$ cat config.mk
export PLATFORM = sky130hd
export DESIGN_NAME = pfs_top
export DESIGN_NICKNAME = d
export VERILOG_FILES = /design/src/hdl/pfs_pkg.sv /design/src/hdl/pfs_debounce.sv /design/src/hdl/pfs_retry.sv /design/src/hdl/pfs_top.sv
export VERILOG_INCLUDE_DIRS = /design/src /design/src/hdl
export SDC_FILE = /design/constraint.sdc
export NUM_CORES = 1
export LEC_CHECK = 0
export ABC_AREA = 1
export ABC_CLOCK_PERIOD_IN_PS = 3840
export BUFFER_PORTS_ARGS = -buffer_cell sky130_fd_sc_hd__buf_2
export CAP_MARGIN = 20
export CORE_MARGIN = 5
export CORE_UTILIZATION = 50
export CTS_BUF_LIST = sky130_fd_sc_hd__clkbuf_8
export DETAILED_ROUTE_END_ITERATION = 12
export PLACE_DENSITY = 0.71
export SYNTH_ARGS = -nofsm -noshare
export SYNTH_HDL_FRONTEND = slang
export SYNTH_SLANG_ARGS = --single-unit
$ cat constraint.sdc
create_clock -name ref_clk -period 3.84 [get_ports ref_clk]
set_input_delay 0.192 -clock ref_clk [delete_from_list [all_inputs] [get_ports ref_clk]]
set_output_delay 0.192 -clock ref_clk [all_outputs]
set_load 0.01 [all_outputs]
$ cat src/hdl/pfs_cfg.svh
// constants of the protection fault supervisor: offsets, fields, resets and timings
`ifndef PFS_CFG_SVH
`define PFS_CFG_SVH

// -----------------------------------------------------------------
// clock and time conversion
// -----------------------------------------------------------------
`define PFS_CLK_HZ 10000000
// least times round up to whole cycles
`define PFS_US2CYC(us) ((((us) * (`PFS_CLK_HZ / 1000)) + 999) / 1000)
`define PFS_MS2CYC(ms) ((ms) * (`PFS_CLK_HZ / 1000))

// -----------------------------------------------------------------
// debounce and retry times, in their own units
// -----------------------------------------------------------------
`define PFS_OUT_UV_DEB_MS 16
`define PFS_PREBIAS_DEB_US 10
`define PFS_CS_OCL_DEB_US 400
`define PFS_CS_OCH_DEB_US 5
`define PFS_PRESENT_DEB_US 30
`define PFS_STG_LOW_MS 8
`define PFS_STG_RETRY_MS 16
`define PFS_INPUT_UNDERVOLT_FLAG_DEB_US 100
`define PFS_SHLD_THR_DEB_US 5
`define PFS_SHLD_SLOPE_DEB_US 2
`define PFS_INPUT_OVERCURRENT_FLAG_DEB_MS 16
`define PFS_RETRY_UNIT_MS 1
`define PFS_B_RETRY_MS 1

// -----------------------------------------------------------------
// register offsets (byte addresses)
// -----------------------------------------------------------------
`define PFS_OFS_STATUS 8'h00
`define PFS_OFS_FSTAT 8'h04
`define PFS_OFS_FMASK 8'h08
`define PFS_OFS_CTRL 8'h0c
`define PFS_OFS_ALERT 8'h10
`define PFS_OFS_CMD 8'h14

// -----------------------------------------------------------------
// status register bit positions
// -----------------------------------------------------------------
`define PFS_ST_OUT_UV 0
`define PFS_ST_OUT_STG 1
`define PFS_ST_HOST_ERR 2
`define PFS_ST_CS_OCL 3
`define PFS_ST_CS_OCF 4
`define PFS_ST_CS_UV 5
`define PFS_ST_CS_REV 6
`define PFS_ST_INPUT_UNDERVOLT_FLAG 7
`define PFS_ST_SHIELD 8
`define PFS_ST_INPUT_OVERCURRENT_FLAG 9
`define PFS_ST_RUNAWAY 10
`define PFS_ST_SUMMARY 11
`define PFS_ST_VENDOR 12

// fault status bit positions
`define PFS_FS_HOST_ERR 0
`define PFS_FS_CS_OCF 1

// control register fields
`define PFS_CT_CL_MODE 0
`define PFS_CT_SUM_MASK 1
`define PFS_CT_SW_EN 2
`define PFS_CT_OUV_LO 4
`define PFS_CT_OUV_HI 6
`define PFS_CT_IUV_LO 8
`define PFS_CT_IUV_HI 11
`define PFS_CT_RTY_LO 12
`define PFS_CT_RTY_HI 15
`define PFS_CT_PIN_LO 16
`define PFS_CT_PIN_HI 17

// alert register fields
`define PFS_AL_VENDOR 0
`define PFS_AL_FSTAT 1
`define PFS_AL_PRESENT 8
`define PFS_AL_CLOSED 9
`define PFS_AL_RETRY 10
`define PFS_AL_ACT_LO 12
`define PFS_AL_ACT_HI 14

// command bits
`define PFS_CMD_SRC_DEF 0
`define PFS_CMD_CONV_EN 1

// -----------------------------------------------------------------
// reset values
// -----------------------------------------------------------------
`define PFS_RST_CTRL 18'h30002
`define PFS_RST_FMASK 8'hff

`endif

$ cat src/hdl/pfs_pkg.sv
// types shared by the protection fault supervisor
package pfs_pkg;
   // action type taken for the most recent fault
   typedef enum logic [2:0] {
      ACT_NONE = 3'h0,
      ACT_A = 3'h1,
      ACT_B = 3'h2,
      ACT_C = 3'h3,
      ACT_D = 3'h4
   } pfs_action_t;

   // consecutive cable-supply overcurrent count, gray coded
   typedef enum logic [1:0] {
      OC_NONE = 2'b00,
      OC_ONE = 2'b01,
      OC_TWO = 2'b11
   } pfs_oc_cnt_t;
endpackage

$ cat src/hdl/pfs_debounce.sv
// synchroniser and restartable debounce timer for one fault condition
module pfs_debounce #(
   parameter int CYC = 1,
   parameter bit SYNC = 1'b1,
   parameter int CW = 18
) (
   input wire logic ref_clk,
   input wire logic rst,
   input wire logic raw,
   input wire logic gate,
   output logic qual,
   output logic rise
);
   logic s1, s2, s3; // three-stage synchroniser
   logic lvl, next_lvl; // filtered level
   logic [CW-1:0] cnt, next_cnt; // time the condition has held
   logic next_qual, next_rise;
   logic cond;

   // -----------------------------------------------------------------
   // next values
   // -----------------------------------------------------------------
   always_comb begin
      // a level change counts only once the last two stages agree
      next_lvl = (s2 == s3) ? s3 : lvl;
      cond = (SYNC ? lvl : raw) & gate;
      // any drop restarts the window from zero
      if (!cond) begin
         next_cnt = '0;
      end else if (cnt >= CW'(CYC)) begin
         next_cnt = cnt;
      end else begin
         next_cnt = cnt + 1'b1;
      end
      next_qual = cond && (cnt >= CW'(CYC));
      next_rise = next_qual & ~qual;
   end

   // -----------------------------------------------------------------
   // registers
   // -----------------------------------------------------------------
   always_ff @(posedge ref_clk) begin
      if (rst) begin
         s1 <= 1'b0;
         s2 <= 1'b0;
         s3 <= 1'b0;
         lvl <= 1'b0;
         cnt <= '0;
         qual <= 1'b0;
         rise <= 1'b0;
      end else begin
         s1 <= raw;
         s2 <= s1;
         s3 <= s2;
         lvl <= next_lvl;
         cnt <= next_cnt;
         qual <= next_qual;
         rise <= next_rise;
      end
   end
endmodule

$ cat src/hdl/pfs_retry.sv
// one-shot retry timer that holds the cable-supply switch open
module pfs_retry #(
   parameter int LW = 24
) (
   input wire logic ref_clk,
   input wire logic rst,
   input wire logic start,
   input wire logic [LW-1:0] len,
   output logic busy
);
   logic [LW-1:0] cnt, next_cnt; // cycles left open
   logic next_busy;

   // -----------------------------------------------------------------
   // next values: a new start reloads, so the latest fault sets the time
   // -----------------------------------------------------------------
   always_comb begin
      if (start) begin
         next_cnt = len;
      end else if (cnt != '0) begin
         next_cnt = cnt - 1'b1;
      end else begin
         next_cnt = cnt;
      end
      next_busy = (next_cnt != '0);
   end

   // -----------------------------------------------------------------
   // registers
   // -----------------------------------------------------------------
   always_ff @(posedge ref_clk) begin
      if (rst) begin
         cnt <= '0;
         busy <= 1'b0;
      end else begin
         cnt <= next_cnt;
         busy <= next_busy;
      end
   end
endmodule

$ cat src/hdl/pfs_top.sv
// protection fault supervisor: debounce, flags, alerts and fault actions
//
// Added by the designer: the placing of the registers and the strobed register port.
`include "pfs_cfg.svh"

// How it works
// - output undervolt: 16ms debounce, flag, type C
// - current-limit mode: undervolt suppressed only off/soft-start
// - in current-limit regulation, undervolt does nothing
// - short-to-ground level follows mode; immediate, type A
// - default-voltage command above safe zero: error
// - low cable overcurrent 400us: type B
// - high cable overcurrent 5us: type B
// - overcurrent flags only on third consecutive fault
// - cable undervolt immediate; extra flags when enabled
// - reverse voltage immediate: flag, summary, type D
// - config line low 8ms: disable, D, 16ms
// - input undervolt 100us: flag, summary, type A
// - shield short: 5us/2us, type A, FET off
// - input overcurrent 16ms: flag, summary, type C
// - runaway immediate: flag, summary, type A
// - fault alert only when cause mask set
// - masked alert visible but pin not driven
// - type A: disable, open switches, discharge, retry
// - type D: open cable switch for retry time
// - type C alert only; port logic untouched
module pfs_top #(
   parameter int OUT_UV_DEB_CYC = `PFS_MS2CYC(`PFS_OUT_UV_DEB_MS),
   parameter int INPUT_OVERCURRENT_FLAG_DEB_CYC = `PFS_MS2CYC(`PFS_INPUT_OVERCURRENT_FLAG_DEB_MS),
   parameter int STG_LOW_CYC = `PFS_MS2CYC(`PFS_STG_LOW_MS),
   parameter int STG_RETRY_CYC = `PFS_MS2CYC(`PFS_STG_RETRY_MS),
   parameter int RETRY_UNIT_CYC = `PFS_MS2CYC(`PFS_RETRY_UNIT_MS),
   parameter int B_RETRY_CYC = `PFS_MS2CYC(`PFS_B_RETRY_MS)
) (
   input wire logic ref_clk,
   input wire logic rst,
   // register port
   input wire logic [7:0] addr,
   input wire logic [31:0] wdata,
   input wire logic wr,
   input wire logic rd,
   output logic [31:0] rdata,
   // comparator inputs, asynchronous
   input wire logic outUvCmp,
   input wire logic outStgCmp,
   input wire logic outAboveSafe0Cmp,
   input wire logic csOcLowCmp,
   input wire logic csOcHighCmp,
   input wire logic csFastUvCmp,
   input wire logic csReverseCmp,
   input wire logic cfgLineLowCmp,
   input wire logic inUvCmp,
   input wire logic shieldThreshCmp,
   input wire logic shieldSlopeCmp,
   input wire logic inOcCmp,
   input wire logic outBelowHalfCmp,
   input wire logic outCurrentOverCmp,
   // converter state, same clock
   input wire logic outOff,
   input wire logic outSoftStart,
   input wire logic outTransition,
   input wire logic in_current_limit_regulation,
   // analog threshold selects
   output logic [2:0] output_undervolt_level_sel,
   output logic [3:0] input_undervolt_level_sel,
   output logic stgLevelHigh,
   // actions
   output logic convDisable,
   output logic dataSwitchOpen,
   output logic passSwitchOpen,
   output logic cfgLineDischarge,
   output logic chargerDetReset,
   output logic shieldFetOff,
   output logic cableSwitchClose,
   // open-drain alert pin, active low
   output logic alertN_out,
   output logic alertN_oe
);
   localparam int N = 14; // debounced conditions
   localparam int LW = 24; // retry length width
   // condition indices
   localparam int I_OUV = 0, I_STG = 1, I_PRE = 2, I_OCL = 3, I_OCH = 4, I_CUV = 5;
   localparam int I_REV = 6, I_PRS = 7, I_CSTG = 8, I_IUV = 9, I_SHT = 10, I_SHS = 11;
   localparam int I_IOC = 12, I_RNA = 13;

   // debounce time of each condition
   function automatic int deb_cyc(input int i);
      case (i)
         I_OUV: deb_cyc = OUT_UV_DEB_CYC;
         I_PRE: deb_cyc = `PFS_US2CYC(`PFS_PREBIAS_DEB_US);
         I_OCL: deb_cyc = `PFS_US2CYC(`PFS_CS_OCL_DEB_US);
         I_OCH: deb_cyc = `PFS_US2CYC(`PFS_CS_OCH_DEB_US);
         I_PRS: deb_cyc = `PFS_US2CYC(`PFS_PRESENT_DEB_US);
         I_CSTG: deb_cyc = STG_LOW_CYC;
         I_IUV: deb_cyc = `PFS_US2CYC(`PFS_INPUT_UNDERVOLT_FLAG_DEB_US);
         I_SHT: deb_cyc = `PFS_US2CYC(`PFS_SHLD_THR_DEB_US);
         I_SHS: deb_cyc = `PFS_US2CYC(`PFS_SHLD_SLOPE_DEB_US);
         I_IOC: deb_cyc = INPUT_OVERCURRENT_FLAG_DEB_CYC;
         default: deb_cyc = 0; // immediate rows
      endcase
   endfunction

   // -----------------------------------------------------------------
   // state
   // -----------------------------------------------------------------
   logic [12:0] status, next_status; // sticky fault flags
   logic [7:0] faultStat, next_faultStat; // fault status causes
   logic [7:0] faultMask, next_faultMask; // fault-cause mask
   logic [17:0] ctrl, next_ctrl; // control fields
   logic [1:0] alertReg, next_alertReg; // vendor and fault-status alerts
   pfs_pkg::pfs_action_t lastAct, next_lastAct; // last action taken
   pfs_pkg::pfs_oc_cnt_t ocCnt, next_ocCnt; // consecutive overcurrents
   logic preBiasPend, next_preBiasPend; // command waiting on safe zero
   logic actAHold, next_actAHold; // type A effects held
   logic fetOff, next_fetOff; // shield FET off
   logic stgLock, next_stgLock; // supply disabled by short to ground
   logic closed, next_closed; // cable switch closed
   logic chgReset, next_chgReset; // charger-detect reset pulse
   logic [31:0] next_rdata;

   logic [N-1:0] raw, gate, qual, rise;
   logic retryBusy, retryStart;
   logic [LW-1:0] retryLen;
   logic clMode, sumMask, swEn;
   logic [1:0] pinMask;
   logic present;
   logic wrStatus, wrFstat, wrAlert, wrCmd, srcDefCmd, convEnCmd;
   logic ocThird, anyA, anyB, anyD, anyC, sumEv;
   logic [12:0] stSet;
   logic [7:0] fsSet;

   assign clMode = ctrl[`PFS_CT_CL_MODE];
   assign sumMask = ctrl[`PFS_CT_SUM_MASK];
   assign swEn = ctrl[`PFS_CT_SW_EN];
   assign pinMask = ctrl[`PFS_CT_PIN_HI:`PFS_CT_PIN_LO];
   assign present = qual[I_PRS];
   assign output_undervolt_level_sel = ctrl[`PFS_CT_OUV_HI:`PFS_CT_OUV_LO];
   assign input_undervolt_level_sel = ctrl[`PFS_CT_IUV_HI:`PFS_CT_IUV_LO];
   assign stgLevelHigh = clMode;

   // -----------------------------------------------------------------
   // comparator routing and qualifying gates
   // -----------------------------------------------------------------
   always_comb begin
      raw = '0;
      gate = '1;
      raw[I_OUV] = outUvCmp;
      raw[I_STG] = outStgCmp;
      raw[I_PRE] = outAboveSafe0Cmp;
      raw[I_OCL] = csOcLowCmp;
      raw[I_OCH] = csOcHighCmp;
      raw[I_CUV] = csFastUvCmp;
      raw[I_REV] = csReverseCmp;
      raw[I_PRS] = ~cfgLineLowCmp;
      raw[I_CSTG] = cfgLineLowCmp;
      raw[I_IUV] = inUvCmp;
      raw[I_SHT] = shieldThreshCmp;
      raw[I_SHS] = shieldSlopeCmp;
      raw[I_IOC] = inOcCmp;
      raw[I_RNA] = outBelowHalfCmp | outCurrentOverCmp;
      // undervolt blanking depends on the limit mode
      if (!clMode) begin
         gate[I_OUV] = ~(outOff | outSoftStart | outTransition);
      end else if (!in_current_limit_regulation) begin
         gate[I_OUV] = ~(outOff | outSoftStart);
      end else begin
         gate[I_OUV] = 1'b0;
      end
      gate[I_PRE] = preBiasPend;
      // overcurrent only means something while the switch carries current
      gate[I_OCL] = closed;
      gate[I_OCH] = closed;
      // short check runs before soft-start, while the line is not present
      gate[I_CSTG] = swEn & ~present & ~stgLock;
   end

   genvar gi;
   generate
      for (gi = 0; gi < N; gi++) begin : g_deb
         pfs_debounce #(
            .CYC(deb_cyc(gi)),
            .SYNC(1'b1),
            .CW(18)
         ) u_deb (
            .ref_clk(ref_clk),
            .rst(rst),
            .raw(raw[gi]),
            .gate(gate[gi]),
            .qual(qual[gi]),
            .rise(rise[gi])
         );
      end
   endgenerate

   // -----------------------------------------------------------------
   // fault events: flags, fault status and action type
   // -----------------------------------------------------------------
   always_comb begin
      stSet = '0;
      fsSet = '0;
      next_ocCnt = ocCnt;
      ocThird = 1'b0;
      // consecutive count of cable overcurrents
      if (!swEn) begin
         next_ocCnt = pfs_pkg::OC_NONE;
      end else if (rise[I_OCL] | rise[I_OCH]) begin
         case (ocCnt)
            pfs_pkg::OC_NONE: next_ocCnt = pfs_pkg::OC_ONE;
            pfs_pkg::OC_ONE: next_ocCnt = pfs_pkg::OC_TWO;
            pfs_pkg::OC_TWO: begin
               next_ocCnt = pfs_pkg::OC_NONE;
               ocThird = 1'b1;
            end
            default: next_ocCnt = pfs_pkg::OC_NONE;
         endcase
      end
      stSet[`PFS_ST_OUT_UV] = rise[I_OUV];
      stSet[`PFS_ST_OUT_STG] = rise[I_STG];
      stSet[`PFS_ST_HOST_ERR] = rise[I_PRE];
      fsSet[`PFS_FS_HOST_ERR] = rise[I_PRE];
      stSet[`PFS_ST_CS_OCL] = (ocThird & rise[I_OCL]) | (rise[I_CUV] & swEn);
      stSet[`PFS_ST_CS_OCF] = ocThird | (rise[I_CUV] & swEn);
      fsSet[`PFS_FS_CS_OCF] = ocThird | (rise[I_CUV] & swEn);
      stSet[`PFS_ST_CS_UV] = rise[I_CUV];
      stSet[`PFS_ST_CS_REV] = rise[I_REV];
      stSet[`PFS_ST_INPUT_UNDERVOLT_FLAG] = rise[I_IUV];
      stSet[`PFS_ST_SHIELD] = rise[I_SHT] | rise[I_SHS];
      stSet[`PFS_ST_INPUT_OVERCURRENT_FLAG] = rise[I_IOC];
      stSet[`PFS_ST_RUNAWAY] = rise[I_RNA];
      sumEv = rise[I_OUV] | rise[I_STG] | (ocThird & rise[I_OCL]) | (rise[I_CUV] & swEn)
         | rise[I_REV] | rise[I_IUV] | rise[I_SHT] | rise[I_SHS] | rise[I_IOC]
         | rise[I_RNA];
      stSet[`PFS_ST_SUMMARY] = sumEv;
      stSet[`PFS_ST_VENDOR] = sumEv & sumMask;
      anyA = rise[I_STG] | rise[I_IUV] | rise[I_SHT] | rise[I_SHS] | rise[I_RNA];
      anyB = rise[I_OCL] | rise[I_OCH] | rise[I_CUV];
      anyC = rise[I_OUV] | rise[I_PRE] | rise[I_IOC];
      anyD = rise[I_REV] | rise[I_CSTG];
      // most severe action wins the record
      if (anyA) begin
         next_lastAct = pfs_pkg::ACT_A;
      end else if (anyD) begin
         next_lastAct = pfs_pkg::ACT_D;
      end else if (anyB) begin
         next_lastAct = pfs_pkg::ACT_B;
      end else if (anyC) begin
         next_lastAct = pfs_pkg::ACT_C;
      end else begin
         next_lastAct = lastAct;
      end
   end

   // -----------------------------------------------------------------
   // cable switch retry and the held action outputs
   // -----------------------------------------------------------------
   always_comb begin
      retryStart = anyA | anyB | anyD;
      // the 16ms short-to-ground retry overrides the programmed time
      if (rise[I_CSTG]) begin
         retryLen = LW'(STG_RETRY_CYC);
      end else if (anyA | anyD | ocThird) begin
         retryLen = LW'((int'(ctrl[`PFS_CT_RTY_HI:`PFS_CT_RTY_LO]) + 1) * RETRY_UNIT_CYC);
      end else begin
         retryLen = LW'(B_RETRY_CYC);
      end
      // type A holds until software re-enables the converter
      next_actAHold = anyA | (actAHold & ~convEnCmd);
      next_fetOff = (rise[I_SHT] | rise[I_SHS]) | (fetOff & ~convEnCmd);
      next_chgReset = anyA;
      next_stgLock = swEn & (stgLock | rise[I_CSTG]);
      // recovery recloses only by the enable and only once the line is present
      next_closed = swEn & present & ~retryBusy & ~retryStart & ~next_stgLock;
      next_preBiasPend = (srcDefCmd & ~preBiasPend) | (preBiasPend & qual[I_PRE] & ~rise[I_PRE])
         | (preBiasPend & ~qual[I_PRE] & outAboveSafe0Cmp & ~rise[I_PRE]);
   end

   pfs_retry #(
      .LW(LW)
   ) u_retry (
      .ref_clk(ref_clk),
      .rst(rst),
      .start(retryStart),
      .len(retryLen),
      .busy(retryBusy)
   );

   // -----------------------------------------------------------------
   // register port: writes, clears and read data
   // -----------------------------------------------------------------
   always_comb begin
      wrStatus = wr & (addr == `PFS_OFS_STATUS);
      wrFstat = wr & (addr == `PFS_OFS_FSTAT);
      wrAlert = wr & (addr == `PFS_OFS_ALERT);
      wrCmd = wr & (addr == `PFS_OFS_CMD);
      srcDefCmd = wrCmd & wdata[`PFS_CMD_SRC_DEF];
      convEnCmd = wrCmd & wdata[`PFS_CMD_CONV_EN];
      // write one to clear; a set in the same cycle wins
      next_status = (status & ~(wrStatus ? wdata[12:0] : 13'h0000)) | stSet;
      next_faultStat = (faultStat & ~(wrFstat ? wdata[7:0] : 8'h00)) | fsSet;
      next_faultMask = (wr && addr == `PFS_OFS_FMASK) ? wdata[7:0] : faultMask;
      next_ctrl = (wr && addr == `PFS_OFS_CTRL) ? wdata[17:0] : ctrl;
      next_alertReg = alertReg & ~(wrAlert ? wdata[1:0] : 2'h0);
      next_alertReg[`PFS_AL_VENDOR] = next_alertReg[`PFS_AL_VENDOR] | (sumEv & sumMask);
      next_alertReg[`PFS_AL_FSTAT] = next_alertReg[`PFS_AL_FSTAT]
         | (|(fsSet & faultMask));
      next_rdata = 32'h0000_0000;
      if (rd) begin
         case (addr)
            `PFS_OFS_STATUS: next_rdata = {19'h00000, status};
            `PFS_OFS_FSTAT: next_rdata = {24'h000000, faultStat};
            `PFS_OFS_FMASK: next_rdata = {24'h000000, faultMask};
            `PFS_OFS_CTRL: next_rdata = {14'h0000, ctrl};
            `PFS_OFS_ALERT: begin
               next_rdata[1:0] = alertReg;
               next_rdata[`PFS_AL_PRESENT] = present;
               next_rdata[`PFS_AL_CLOSED] = closed;
               next_rdata[`PFS_AL_RETRY] = retryBusy;
               next_rdata[`PFS_AL_ACT_HI:`PFS_AL_ACT_LO] = lastAct;
            end
            default: next_rdata = 32'h0000_0000; // unmapped and command read zero
         endcase
      end
   end

   // -----------------------------------------------------------------
   // registers
   // -----------------------------------------------------------------
   always_ff @(posedge ref_clk) begin
      if (rst) begin
         status <= '0;
         faultStat <= '0;
         faultMask <= `PFS_RST_FMASK;
         ctrl <= `PFS_RST_CTRL;
         alertReg <= '0;
         lastAct <= pfs_pkg::ACT_NONE;
         ocCnt <= pfs_pkg::OC_NONE;
         preBiasPend <= 1'b0;
         actAHold <= 1'b0;
         fetOff <= 1'b0;
         stgLock <= 1'b0;
         closed <= 1'b0;
         chgReset <= 1'b0;
         rdata <= '0;
      end else begin
         status <= next_status;
         faultStat <= next_faultStat;
         faultMask <= next_faultMask;
         ctrl <= next_ctrl;
         alertReg <= next_alertReg;
         lastAct <= next_lastAct;
         ocCnt <= next_ocCnt;
         preBiasPend <= next_preBiasPend;
         actAHold <= next_actAHold;
         fetOff <= next_fetOff;
         stgLock <= next_stgLock;
         closed <= next_closed;
         chgReset <= next_chgReset;
         rdata <= next_rdata;
      end
   end

   // -----------------------------------------------------------------
   // outputs; type C touches none of these but the alert pin
   // -----------------------------------------------------------------
   assign convDisable = actAHold;
   assign dataSwitchOpen = actAHold;
   assign passSwitchOpen = actAHold;
   assign cfgLineDischarge = actAHold;
   assign chargerDetReset = chgReset;
   assign shieldFetOff = fetOff;
   assign cableSwitchClose = closed;
   assign alertN_out = 1'b0;
   // masked alerts stay readable but release the pin
   assign alertN_oe = ~(|(alertReg & pinMask));
endmodule

### Yosys cells after proc, flatten, opt, wreduce, memory -nomap -nowiden

Index checks and enable logic that the tools add are counted.

| operators by class | value |
|---|---|
| order comparisons | 14 |
| bitwise logic cells | 129 |
| muxes and demuxes | 22 |
| add/subtract/negate cells | 16 |
| eq/ne operators | 21 |
| reductions and logical operators | 44 |
| $mul | 1 |

Operators with widths:

| cell | number |
|---|---|
| adder 18 x 1 -> 18 bit (second input constant) | 14 |
| >= comparator 18 x 1 -> 1 bit (second input constant) | 4 |
| 2-to-1 mux 24 bit | 2 |
| nonzero test 24 bit | 2 |
| bitwise AND 1 bit | 42 |
| inverter 1 bit | 42 |
| 2-to-1 mux 19 bit | 2 |
| >= comparator 18 bit (second input constant) | 2 |
| >= comparator 18 x 6 -> 1 bit (second input constant) | 2 |
| OR reduction 2 bit | 18 |
| OR 1 bit | 35 |
| one-hot mux 6 bit (4 select lines) | 1 |
| subtractor 24 x 1 -> 24 bit (second input constant) | 1 |
| >= comparator 18 x 10 -> 1 bit (second input constant) | 1 |
| >= comparator 18 x 12 -> 1 bit (second input constant) | 1 |
| >= comparator 18 x 17 -> 1 bit (second input constant) | 1 |
| >= comparator 18 x 5 -> 1 bit (second input constant) | 1 |
| >= comparator 18 x 7 -> 1 bit (second input constant) | 1 |
| >= comparator 18 x 9 -> 1 bit (second input constant) | 1 |
| one-hot mux 3 bit (3 select lines) | 2 |
| equality test 8 x 4 -> 1 bit (second input constant) | 2 |
| equality test 8 x 5 -> 1 bit (second input constant) | 2 |
| logical AND 1 bit | 16 |
| multiplier 5 x 10 -> 15 bit (second input constant) | 1 |
| 29 further kinds | 51 |

| storage, ports and cells | value |
|---|---|
| word-level logic and storage cells | 363 |
| flip-flop bits (word level) | 452 |

### Logic depth before layout (Yosys ltp)

Gate-level depths: netlist of the first run.

| logic depth | value |
|---|---|
| depth after elaboration | 15 |
| gate-level depth with buffers | 22 |
| gate-level depth less buffers | 22 |

### By module

Synthesis of the first run repeated with hierarchy kept, for this count alone.

| unflattened totals | value |
|---|---|
| cells, all modules | 2415 |
| area, all modules | 17433.0 sq um |

Modules (own cells, without submodules):

| module | cells each | area an instance (sq um) | times used | seq. area each (sq um) |
|---|---|---|---|---|
| pfs_top | 582 | 4230.3 | 1 | 1561.5 |
| pfs_debounce (g_deb[0].u_deb ...) | 174 | 1162.4 | 2 | 480.5 |
| pfs_retry | 331 | 1984.4 | 1 | 500.5 |
| pfs_debounce (g_deb[10].u_deb ...) | 118 | 950.9 | 2 | 480.5 |
| pfs_debounce (g_deb[8].u_deb) | 189 | 1316.3 | 1 | 480.5 |
| pfs_debounce (g_deb[9].u_deb) | 146 | 1138.6 | 1 | 480.5 |
| pfs_debounce (g_deb[3].u_deb) | 145 | 1027.2 | 1 | 480.5 |
| pfs_debounce (g_deb[7].u_deb) | 135 | 999.7 | 1 | 480.5 |
| pfs_debounce (g_deb[2].u_deb) | 121 | 943.4 | 1 | 480.5 |
| pfs_debounce (g_deb[11].u_deb) | 110 | 870.8 | 1 | 480.5 |
| pfs_debounce (g_deb[13].u_deb ...) | 18 | 173.9 | 4 | 120.1 |

### Least setup slack after synthesis of the first run

No wires, ideal clock.

| path | value |
|---|---|
| path kind | flip-flop to flip-flop |
| start | reg ctrl[12] |
| end | reg u_retry.busy |
| clock period less this slack | 3566 ps |
| path slack | 274 ps |
| cell stages (with the launch flop) | 22 |
| path buffers | 0 |
| required time | 3712 ps |
| data arrival time | 3438 ps |
| path through | dfxtp_1 nand3_1 xor2_1 inv_1 fa_1 ha_1 inv_1 fa_1 inv_1 ha_1 a21oi_1 nor2_1 nor2_1 nand2_1 nand2_1 nand2_1 nand3_1 nand2_1 nor2_1 nand3_1 nor2_1 nor2_1 |

| on the way | value |
|---|---|
| cells in the longest elaborated chain, start to end | 6 |

Ends and longest elaborated chain:

| item | line | text |
|---|---|---|
| from (decl) | pfs_top.sv:109 | `logic [17:0] ctrl, next_ctrl;` |
| from (signal assigned) | pfs_top.sv:333 | `` ctrl <= `PFS_RST_CTRL; `` |
| from (signal assigned) | pfs_top.sv:348 | `ctrl <= next_ctrl;` |
| adder 4 x 1 -> 5 bit | pfs_top.sv:262 | `` retryLen = LW'((int'(ctrl[`PFS_CT_RTY_HI:`PFS_CT_RTY_LO]) + 1) * RETRY_UNIT_CYC); `` |
| multiplier 5 x 10 -> 15 bit | pfs_top.sv:262 |  |
| 2-to-1 mux 19 bit | pfs_top.sv:261 | `end else if (anyA \| anyD \| ocThird) begin` |
| 2-to-1 mux 19 bit | pfs_top.sv:259 | `if (rise[I_CSTG]) begin` |
| 2-to-1 mux 24 bit | pfs_retry.sv:18 | `if (start) begin` |
| nonzero test 24 bit | pfs_retry.sv:25 | `next_busy = (next_cnt != '0);` |
| to (signal assigned) | pfs_retry.sv:37 | `busy <= next_busy;` |
| to (decl) | pfs_retry.sv:9 | `output logic busy` |

No other way between the ends.
A chain may end at the register's enable or synchronous reset.

### Worst setup path after layout of the first run

| path | value |
|---|---|
| start | reg ctrl[14] |
| end | reg u_retry.busy |

The elaborated chain is that of the path after synthesis.

==> results of run 1 <==
[logic make-up after synthesis]
kind of cell    share of synthesized area
simple gates                        0.252
fa+ha+maj                          0.0420
buf+inv                             0.111
xor+xnor                           0.0118
compound gates                      0.115
flops                               0.469
other cells                      0.000240
[routing by layer]
metal	up-vias	part of all wire
met1	5996	0.47
li1	6820	-
met3	45	0.050
met2	280	0.46
met4	0	0.017
met5	-	0
[placed cells by master (no fill, tap or decap), types with 15 or more instances in the layout]
master | Yosys | routed
a211oi_1 | 18 | 18
a21oi_1 | 150 | 149
buf_2 | 11 | 80
clkbuf_8 | 0 | 74
conb_1 | 1 | 15
dfxtp_1 | 366 | 363
dlygate4sd3_1 | 0 | 38
ha_1 | 46 | 46
inv_1 | 357 | 372
nand2_1 | 304 | 304
nand3_1 | 102 | 101
nand4_1 | 34 | 34
nor2_1 | 312 | 312
nor3_1 | 52 | 52
nor4_1 | 17 | 17
o211ai_1 | 15 | 15
o21ai_0 | 90 | 90
[final timing paths]
kind / slack, ps / cells after the start / to / startpoint
setup reg to reg: 280 / 21 / u_retry.busy$_SDFF_PP0_ / ctrl[14]$_SDFFE_PP0P_
setup / recovery: 280 / 21 / u_retry.busy$_SDFF_PP0_ / ctrl[14]$_SDFFE_PP0P_
hold reg to reg: 380 / 1 / g_deb[5].u_deb.rise$_SDFF_PP0_ / g_deb[5].u_deb.qual$_SDFF_PP0_
hold / removal: 90 / 6 / preBiasPend$_SDFF_PP0_ / addr[3]
[cell usage after synthesis, drive strengths merged (9+ instances only)]
| library cell | count |
|---|---|
| a221oi | 9 |
| ha | 46 |
| nor3 | 54 |
| inv | 360 |
| a21oi | 151 |
| clkbuf | 19 |
| o21ai | 93 |
| nor4 | 17 |
| nand2 | 310 |
| nor2 | 334 |
| o211ai | 16 |
| nand3b | 10 |
| nand4 | 34 |
| buf | 45 |
| dfxtp | 366 |
| a211oi | 18 |
| xor2 | 15 |
| nand3 | 108 |
[flip-flops by register name, summed over array words and instances, names as in the netlist, 2 cells and up]
name              flops
g_deb.u_deb.cnt     180
u_retry.cnt          24
ctrl                 18
rdata                18
g_deb.u_deb.lvl      14
g_deb.u_deb.qual     14
g_deb.u_deb.s1       14
g_deb.u_deb.s2       14
g_deb.u_deb.s3       14
g_deb.u_deb.rise     13
status               13
faultMask             8
faultStat             8
lastAct               3
alertReg              2
ocCnt                 2
[power breakdown]
part | internal (mW) | switching (mW)
sequential | 3.91 | 0.121
combinational | 0.651 | 1.23
clock | 1.87 | 1.48
[layout make-up]
type	count	area, um^2
Timing Repair Buffer	125	833
Clock inverter	28	190
Inverter	363	1360
Fill cell	2851	12900
Sequential cell	366	7330
Clock buffer	74	1020
Multi-Input combinational cell	1284	6630
Tap cell	396	495
[worst reg2reg max path, cell delays in order, from the launching register on]
cell	delay [ps]
dfxtp_2	380
nand3_1	130
xor2_2	180
inv_2	90
fa_1	530
ha_1	150
inv_1	40
fa_1	480
inv_1	40
ha_1	350
a21oi_2	210
nor2_1	60
nor2_1	130
nand2_1	70
nand2_1	70
nand2_1	50
nand3_1	80
nand2_1	60
nor2_1	90
nand3_1	80
nor2_1	100
nor2_1	40
[timing repair]
action                                 in CTS  in global routing
hold buffers                               38                  0
setup endpoints to repair                   0                  1
endpoints found under the hold margin      70                  0
resized for setup                           0                  8
==> results.txt, run 1 <==
Setup TNS: 0 ps
Worst setup margin: 285 ps
Hold Slack: 94.6 ps
Pre-CTS setup slack: 79.3 ps
Final Util: 0.581
Mean Syn Cell Area: 7.57 um^2
WS Path Type: flop to flop
RD Place Congestion: 0.847
Maximum VDD drop: 0.277 mV
Final HPWL DP: 23.7 mm
Netlist cell types: 58
Pre-Repair DR Iteration Count: 5
Endpoints failing hold: 0
Final setup fails: 0
Worst Path Max Fanout: 5
Num CTS Buffers: 58
CP required: 4300 ps
Top cell type by total area after synthesis: dfxtp_1
GRT overflow: 0
Residual DRC count: 0
CP arrival: 4010 ps
Vias per cell: 4.99
Worst setup SP type: flop
Pin count of the biggest net entering global routing: 69
Top post-synthesis cells by area: dfxtp_1 (47%), inv_1 (8.6%), nor2_1 (7.5%)
DR WL/cell: 12.6 um
First-pass GRT wire length: 55.7 mm
Sink Count: 366
Min Tclk post-route: 3560 ps
Fin crit share: 0.926
Met2 Use GR: 0.307
N_diodes: 0
Worst-skew pair later-pin latency: 600 ps
Max Freq: 281 MHz
Critical path, cell by cell: nand3_1 -> xor2_2 -> inv_2 -> fa_1 -> ha_1 -> inv_1 -> fa_1 -> inv_1 -> ha_1 -> a21oi_2 -> nor2_1 -> nor2_1 -> nand2_1 -> nand2_1 -> nand2_1 -> nand3_1 -> nand2_1 -> nor2_1 -> nand3_1 -> nor2_1 -> nor2_1
H-tree depth: 2
Flops & latches, synth: 366
Io pins: 111
Hold Crit Class: input pin to flop
FP Rows: 64
CTS tree: done
Sequential share of the synthesized area: 0.469
Core area: 30700 um^2
Die Span Y: 187 um
Post-Place Cells: 2496
Overall Global Routing Usage: 0.183
Initial antenna violation count: 0
Max clock buf depth: 3
GR Layer Usage met1: 0.241
Clk slew on worst S/H paths: 70 ps
Area grow syn2layout: 14.3%
Slowest CP cell: fa_1
I/O Buffers: 81
Nets: 2310
Final Power: 9.26 mW
Final non-filler cell total: 2636
Remaining antenna violation count: 0
Die Footprint: 34900 um^2
Fin area: 17900 um^2
Endpoint type of the worst setup path: flop
Leak: 7.39 nW
Clk root buf: clkbuf_8
Area after DPL: 16300 um^2
Vias in the first global route: 12155
Final wirelength: 33.1 mm
Buf/Inv on CP: 3
Status: finished clean
Commonest register cell after synthesis: dfxtp_1
Power density over the cells: 518 nW/um^2
Post-synth ARST share: 0
Top cell type's share of synthesized area: 0.469
Yosys warning count: 0
Worst Tran Pin Value: 877 ps
CP most frequent cell: nor2_1
Starting Density: 0.508
Vias: 13141
Worst Skew: 22.6 ps
CP max stage delay: 530 ps
Most used routing layer in global routing: met2
Iter 0 DRT Violations: 725
Share of post-route cells with drive strength above 1: 0.100
Met3 GRT Util: 0.0389
CP top delay family: adder cells
Max-slew violation count: 0
Mapped cell area: 15600 um^2
Number of max-cap violations: 0
Synth Instances: 2063
Post-CTS Setup Bufs: 0
Slew headroom: 0.414
EDFF count, synth: 0
Die W: 187 um
Note: power is estimated with default switching activity, not from simulation.
==> inputs of run 2 (changes only) <==
Settings changed: CORE_UTILIZATION 50 to 30, CTS_CLUSTER_SIZE set to 12, PLACE_DENSITY 0.71 to not set.
==> results.txt, run 2 (synthesized netlist as in run 1, its figures left out) <==
Status: finished clean
Iter 0 DRT Violations: 694 (-4.3%)
H-tree depth: 2 (unchanged)
Buf/Inv on CP: 3 (unchanged)
CP max stage delay: 520 ps (about the same)
Remaining antenna violation count: 0 (unchanged)
Die W: 238 um (+28%)
Crit. path cell count: 21 (unchanged)
RD Place Congestion: 0.819 (-3.2%)
Nets: 2325 (+0.65%)
Met2 wire len: 15.5 mm (+2.2%)
Starting Density: 0.304 (-0.204)
FILL cells: 5305 (+86%)
Max Freq: 285 MHz (+1.4%)
Pin count of the biggest net entering global routing: 43 (-38%)
Max-slew violation count: 0 (unchanged)
Endpoint type of the worst setup path: flop
CP arrival: 4030 ps (+20 ps)
Clk slew on worst S/H paths: 70 ps (about the same)
Die Span Y: 238 um (+28%)
Worst Path Max Fanout: 5 (unchanged)
CTS tree: done
Most flops, register: g_deb.u_deb.cnt
Critical path, cell by cell: nand3_1 -> xor2_2 -> inv_2 -> fa_1 -> ha_1 -> inv_1 -> fa_1 -> inv_1 -> ha_1 -> a21oi_2 -> nor2_1 -> nor2_1 -> nand2_1 -> nand2_1 -> nand2_1 -> nand3_1 -> nand2_1 -> nor2_1 -> nand3_1 -> nor2_1 -> nor2_1
Hold Crit Class: input pin to flop
FP Rows: 83 (+30%)
Hold Slack: 86.4 ps (-8.23 ps)
I/O Buffers: 81 (unchanged)
Clk root buf: clkbuf_8
Post-Place Cells: 2785 (+12%)
WL met3: 1.72 mm (+5.1%)
Overall Global Routing Usage: 0.121 (-0.0619)
Io pins: 111 (unchanged)
RR Startpoint: ctrl[13]$_SDFFE_PP0P_
Vias in the first global route: 12445 (+2.4%)
CP top delay family: adder cells
Endpoints failing hold: 0 (unchanged)
DR WL/cell: 11.9 um (-4.9%)
Final wirelength: 35.0 mm (+5.9%)
Final non-filler cell total: 2936 (+11%)
Vias per cell: 4.49 (-9.9%)
Final setup fails: 0 (unchanged)
Leak: 7.44 nW (+0.76%)
Slew headroom: 0.527 (+0.113)
Largest registers: g_deb.u_deb.cnt (180), u_retry.cnt (24)
Top Metal Used: met4
Worst Tran Pin Value: 707 ps (-170 ps)
Area grow syn2layout: 17.2%
R2r endpoint: u_retry.busy$_SDFF_PP0_
CP most frequent cell: nor2_1
N_diodes: 0 (unchanged)
Reg2Reg Depth: 21 (unchanged)
Power density over the cells: 507 nW/um^2 (-2.1%)
Most frequent cells in the layout: inv_1 (373), dfxtp_1 (365), nor2_1 (312), nand2_1 (304), a21oi_1 (149)
Min Tclk post-route: 3510 ps (-49.6 ps)
RSZ-0062 raised after global routing: false
FF-to-FF setup slack: 330 ps (+50 ps)
GRT overflow: 0 (unchanged)
Maximum VDD drop: 0.256 mV (-7.6%)
CP startpoint: ctrl[13]$_SDFFE_PP0P_
Sink Count: 366 (unchanged)
Pre-Repair DR Iteration Count: 5 (unchanged)
Worst setup SP type: flop
Residual DRC count: 0 (unchanged)
Post-CTS Setup Bufs: 0 (unchanged)
Critical Path End: u_retry.busy$_SDFF_PP0_
Number of max-cap violations: 0 (unchanged)
Worst Skew: 42.5 ps (+20.0 ps)
Fin crit share: 0.913 (-0.0129)
Die Footprint: 56700 um^2 (+63%)
Slowest CP cell: fa_1
Share of post-route cells with drive strength above 1: 0.102 (+0.00106)
Final HPWL DP: 25.4 mm (+7.4%)
Worst-skew pair later-pin latency: 650 ps (+50 ps)
Vias: 13189 (+0.37%)
Max clock buf depth: 3 (unchanged)
Commonest non-fill, non-tap cell in the layout: inv_1
First-pass GRT wire length: 58.7 mm (+5.3%)
CP required: 4370 ps (+70 ps)
Setup TNS: 0 ps (unchanged)
Max reg flops: 180 (unchanged)
WS Path Type: flop to flop
Num CTS Buffers: 60 (+3.4%)
Sum of routed wire segments on met1: 16.9 mm (+7.9%)
Core area: 51400 um^2 (+67%)
Initial antenna violation count: 0 (unchanged)
## run 2: final cells by class
cell class | instances | area [um^2] | area share
Multi-Input combinational cell | 1284 | 6630 | 0.362
Timing Repair Buffer | 138 | 951 | 0.0519
Tap cell | 680 | 851 | 0.0464
Clock buffer | 72 | 991 | 0.0541
Sequential cell | 366 | 7330 | 0.400
Inverter | 363 | 1360 | 0.0744
Clock inverter | 33 | 206 | 0.0113
## run 2: worst min path at each step
| stage | cells after the start | slack [ps] | endpoint | from |
|---|---|---|---|---|
| final | 5 | 90 | rdata[14]$_SDFF_PP0_ | addr[4] |
| after global routing | 5 | 80 | rdata[14]$_SDFF_PP0_ | addr[4] |
| after CTS | 6 | 10 | rdata[14]$_SDFF_PP0_ | addr[6] |
| after detailed placement | 1 | 370 | g_deb[10].u_deb.rise$_SDFF_PP0_ | g_deb[10].u_deb.qual$_SDFF_PP0_ |
| after floorplan | 1 | 260 | g_deb[7].u_deb.s1$_SDFF_PP0_ | cfgLineLowCmp |
| after global placement | 1 | 370 | g_deb[4].u_deb.rise$_SDFF_PP0_ | g_deb[4].u_deb.qual$_SDFF_PP0_ |
## run 2: timing repair
action | 4_1_cts | 5_1_grt
endpoints found under the setup margin | 0 | 1
hold buffers | 46 | 0
resized for setup | 0 | 4
endpoints found under the hold margin | 81 | 0
## run 2: routing by layer
layer,vias to the layer above,global-route usage
li1,6853,-
met1,6024,0.162
met2,251,0.198
met3,61,0.0250
met4,0,0.0376
met5,-,0
## run 2: stage by stage
stage	setup WS [ps]	total power [mW]	instance area [um^2]	utilization
2_1_floorplan	274	5.60	15700	-
5_1_grt	4.89	9.89	18300	0.356
4_1_cts	159	9.44	18300	0.356
3_3_place_gp	153	5.98	16600	0.324
3_5_place_dp	190	5.99	16600	0.324
6_report	334	9.29	18300	0.356
## run 2: where the power goes
| group | switching (mW) | internal [mW] |
|---|---|---|
| Clock | 1.53 | 1.83 |
| Sequential | 0.120 | 3.91 |
| Combinational | 1.25 | 0.658 |
| Total | 2.90 | 6.40 |
## run 2: worst min-delay path, delay by kind of cell
kind	cells	cell delay, ps
compound gates	1	60
buf+inv	1	110
simple gates	3	320
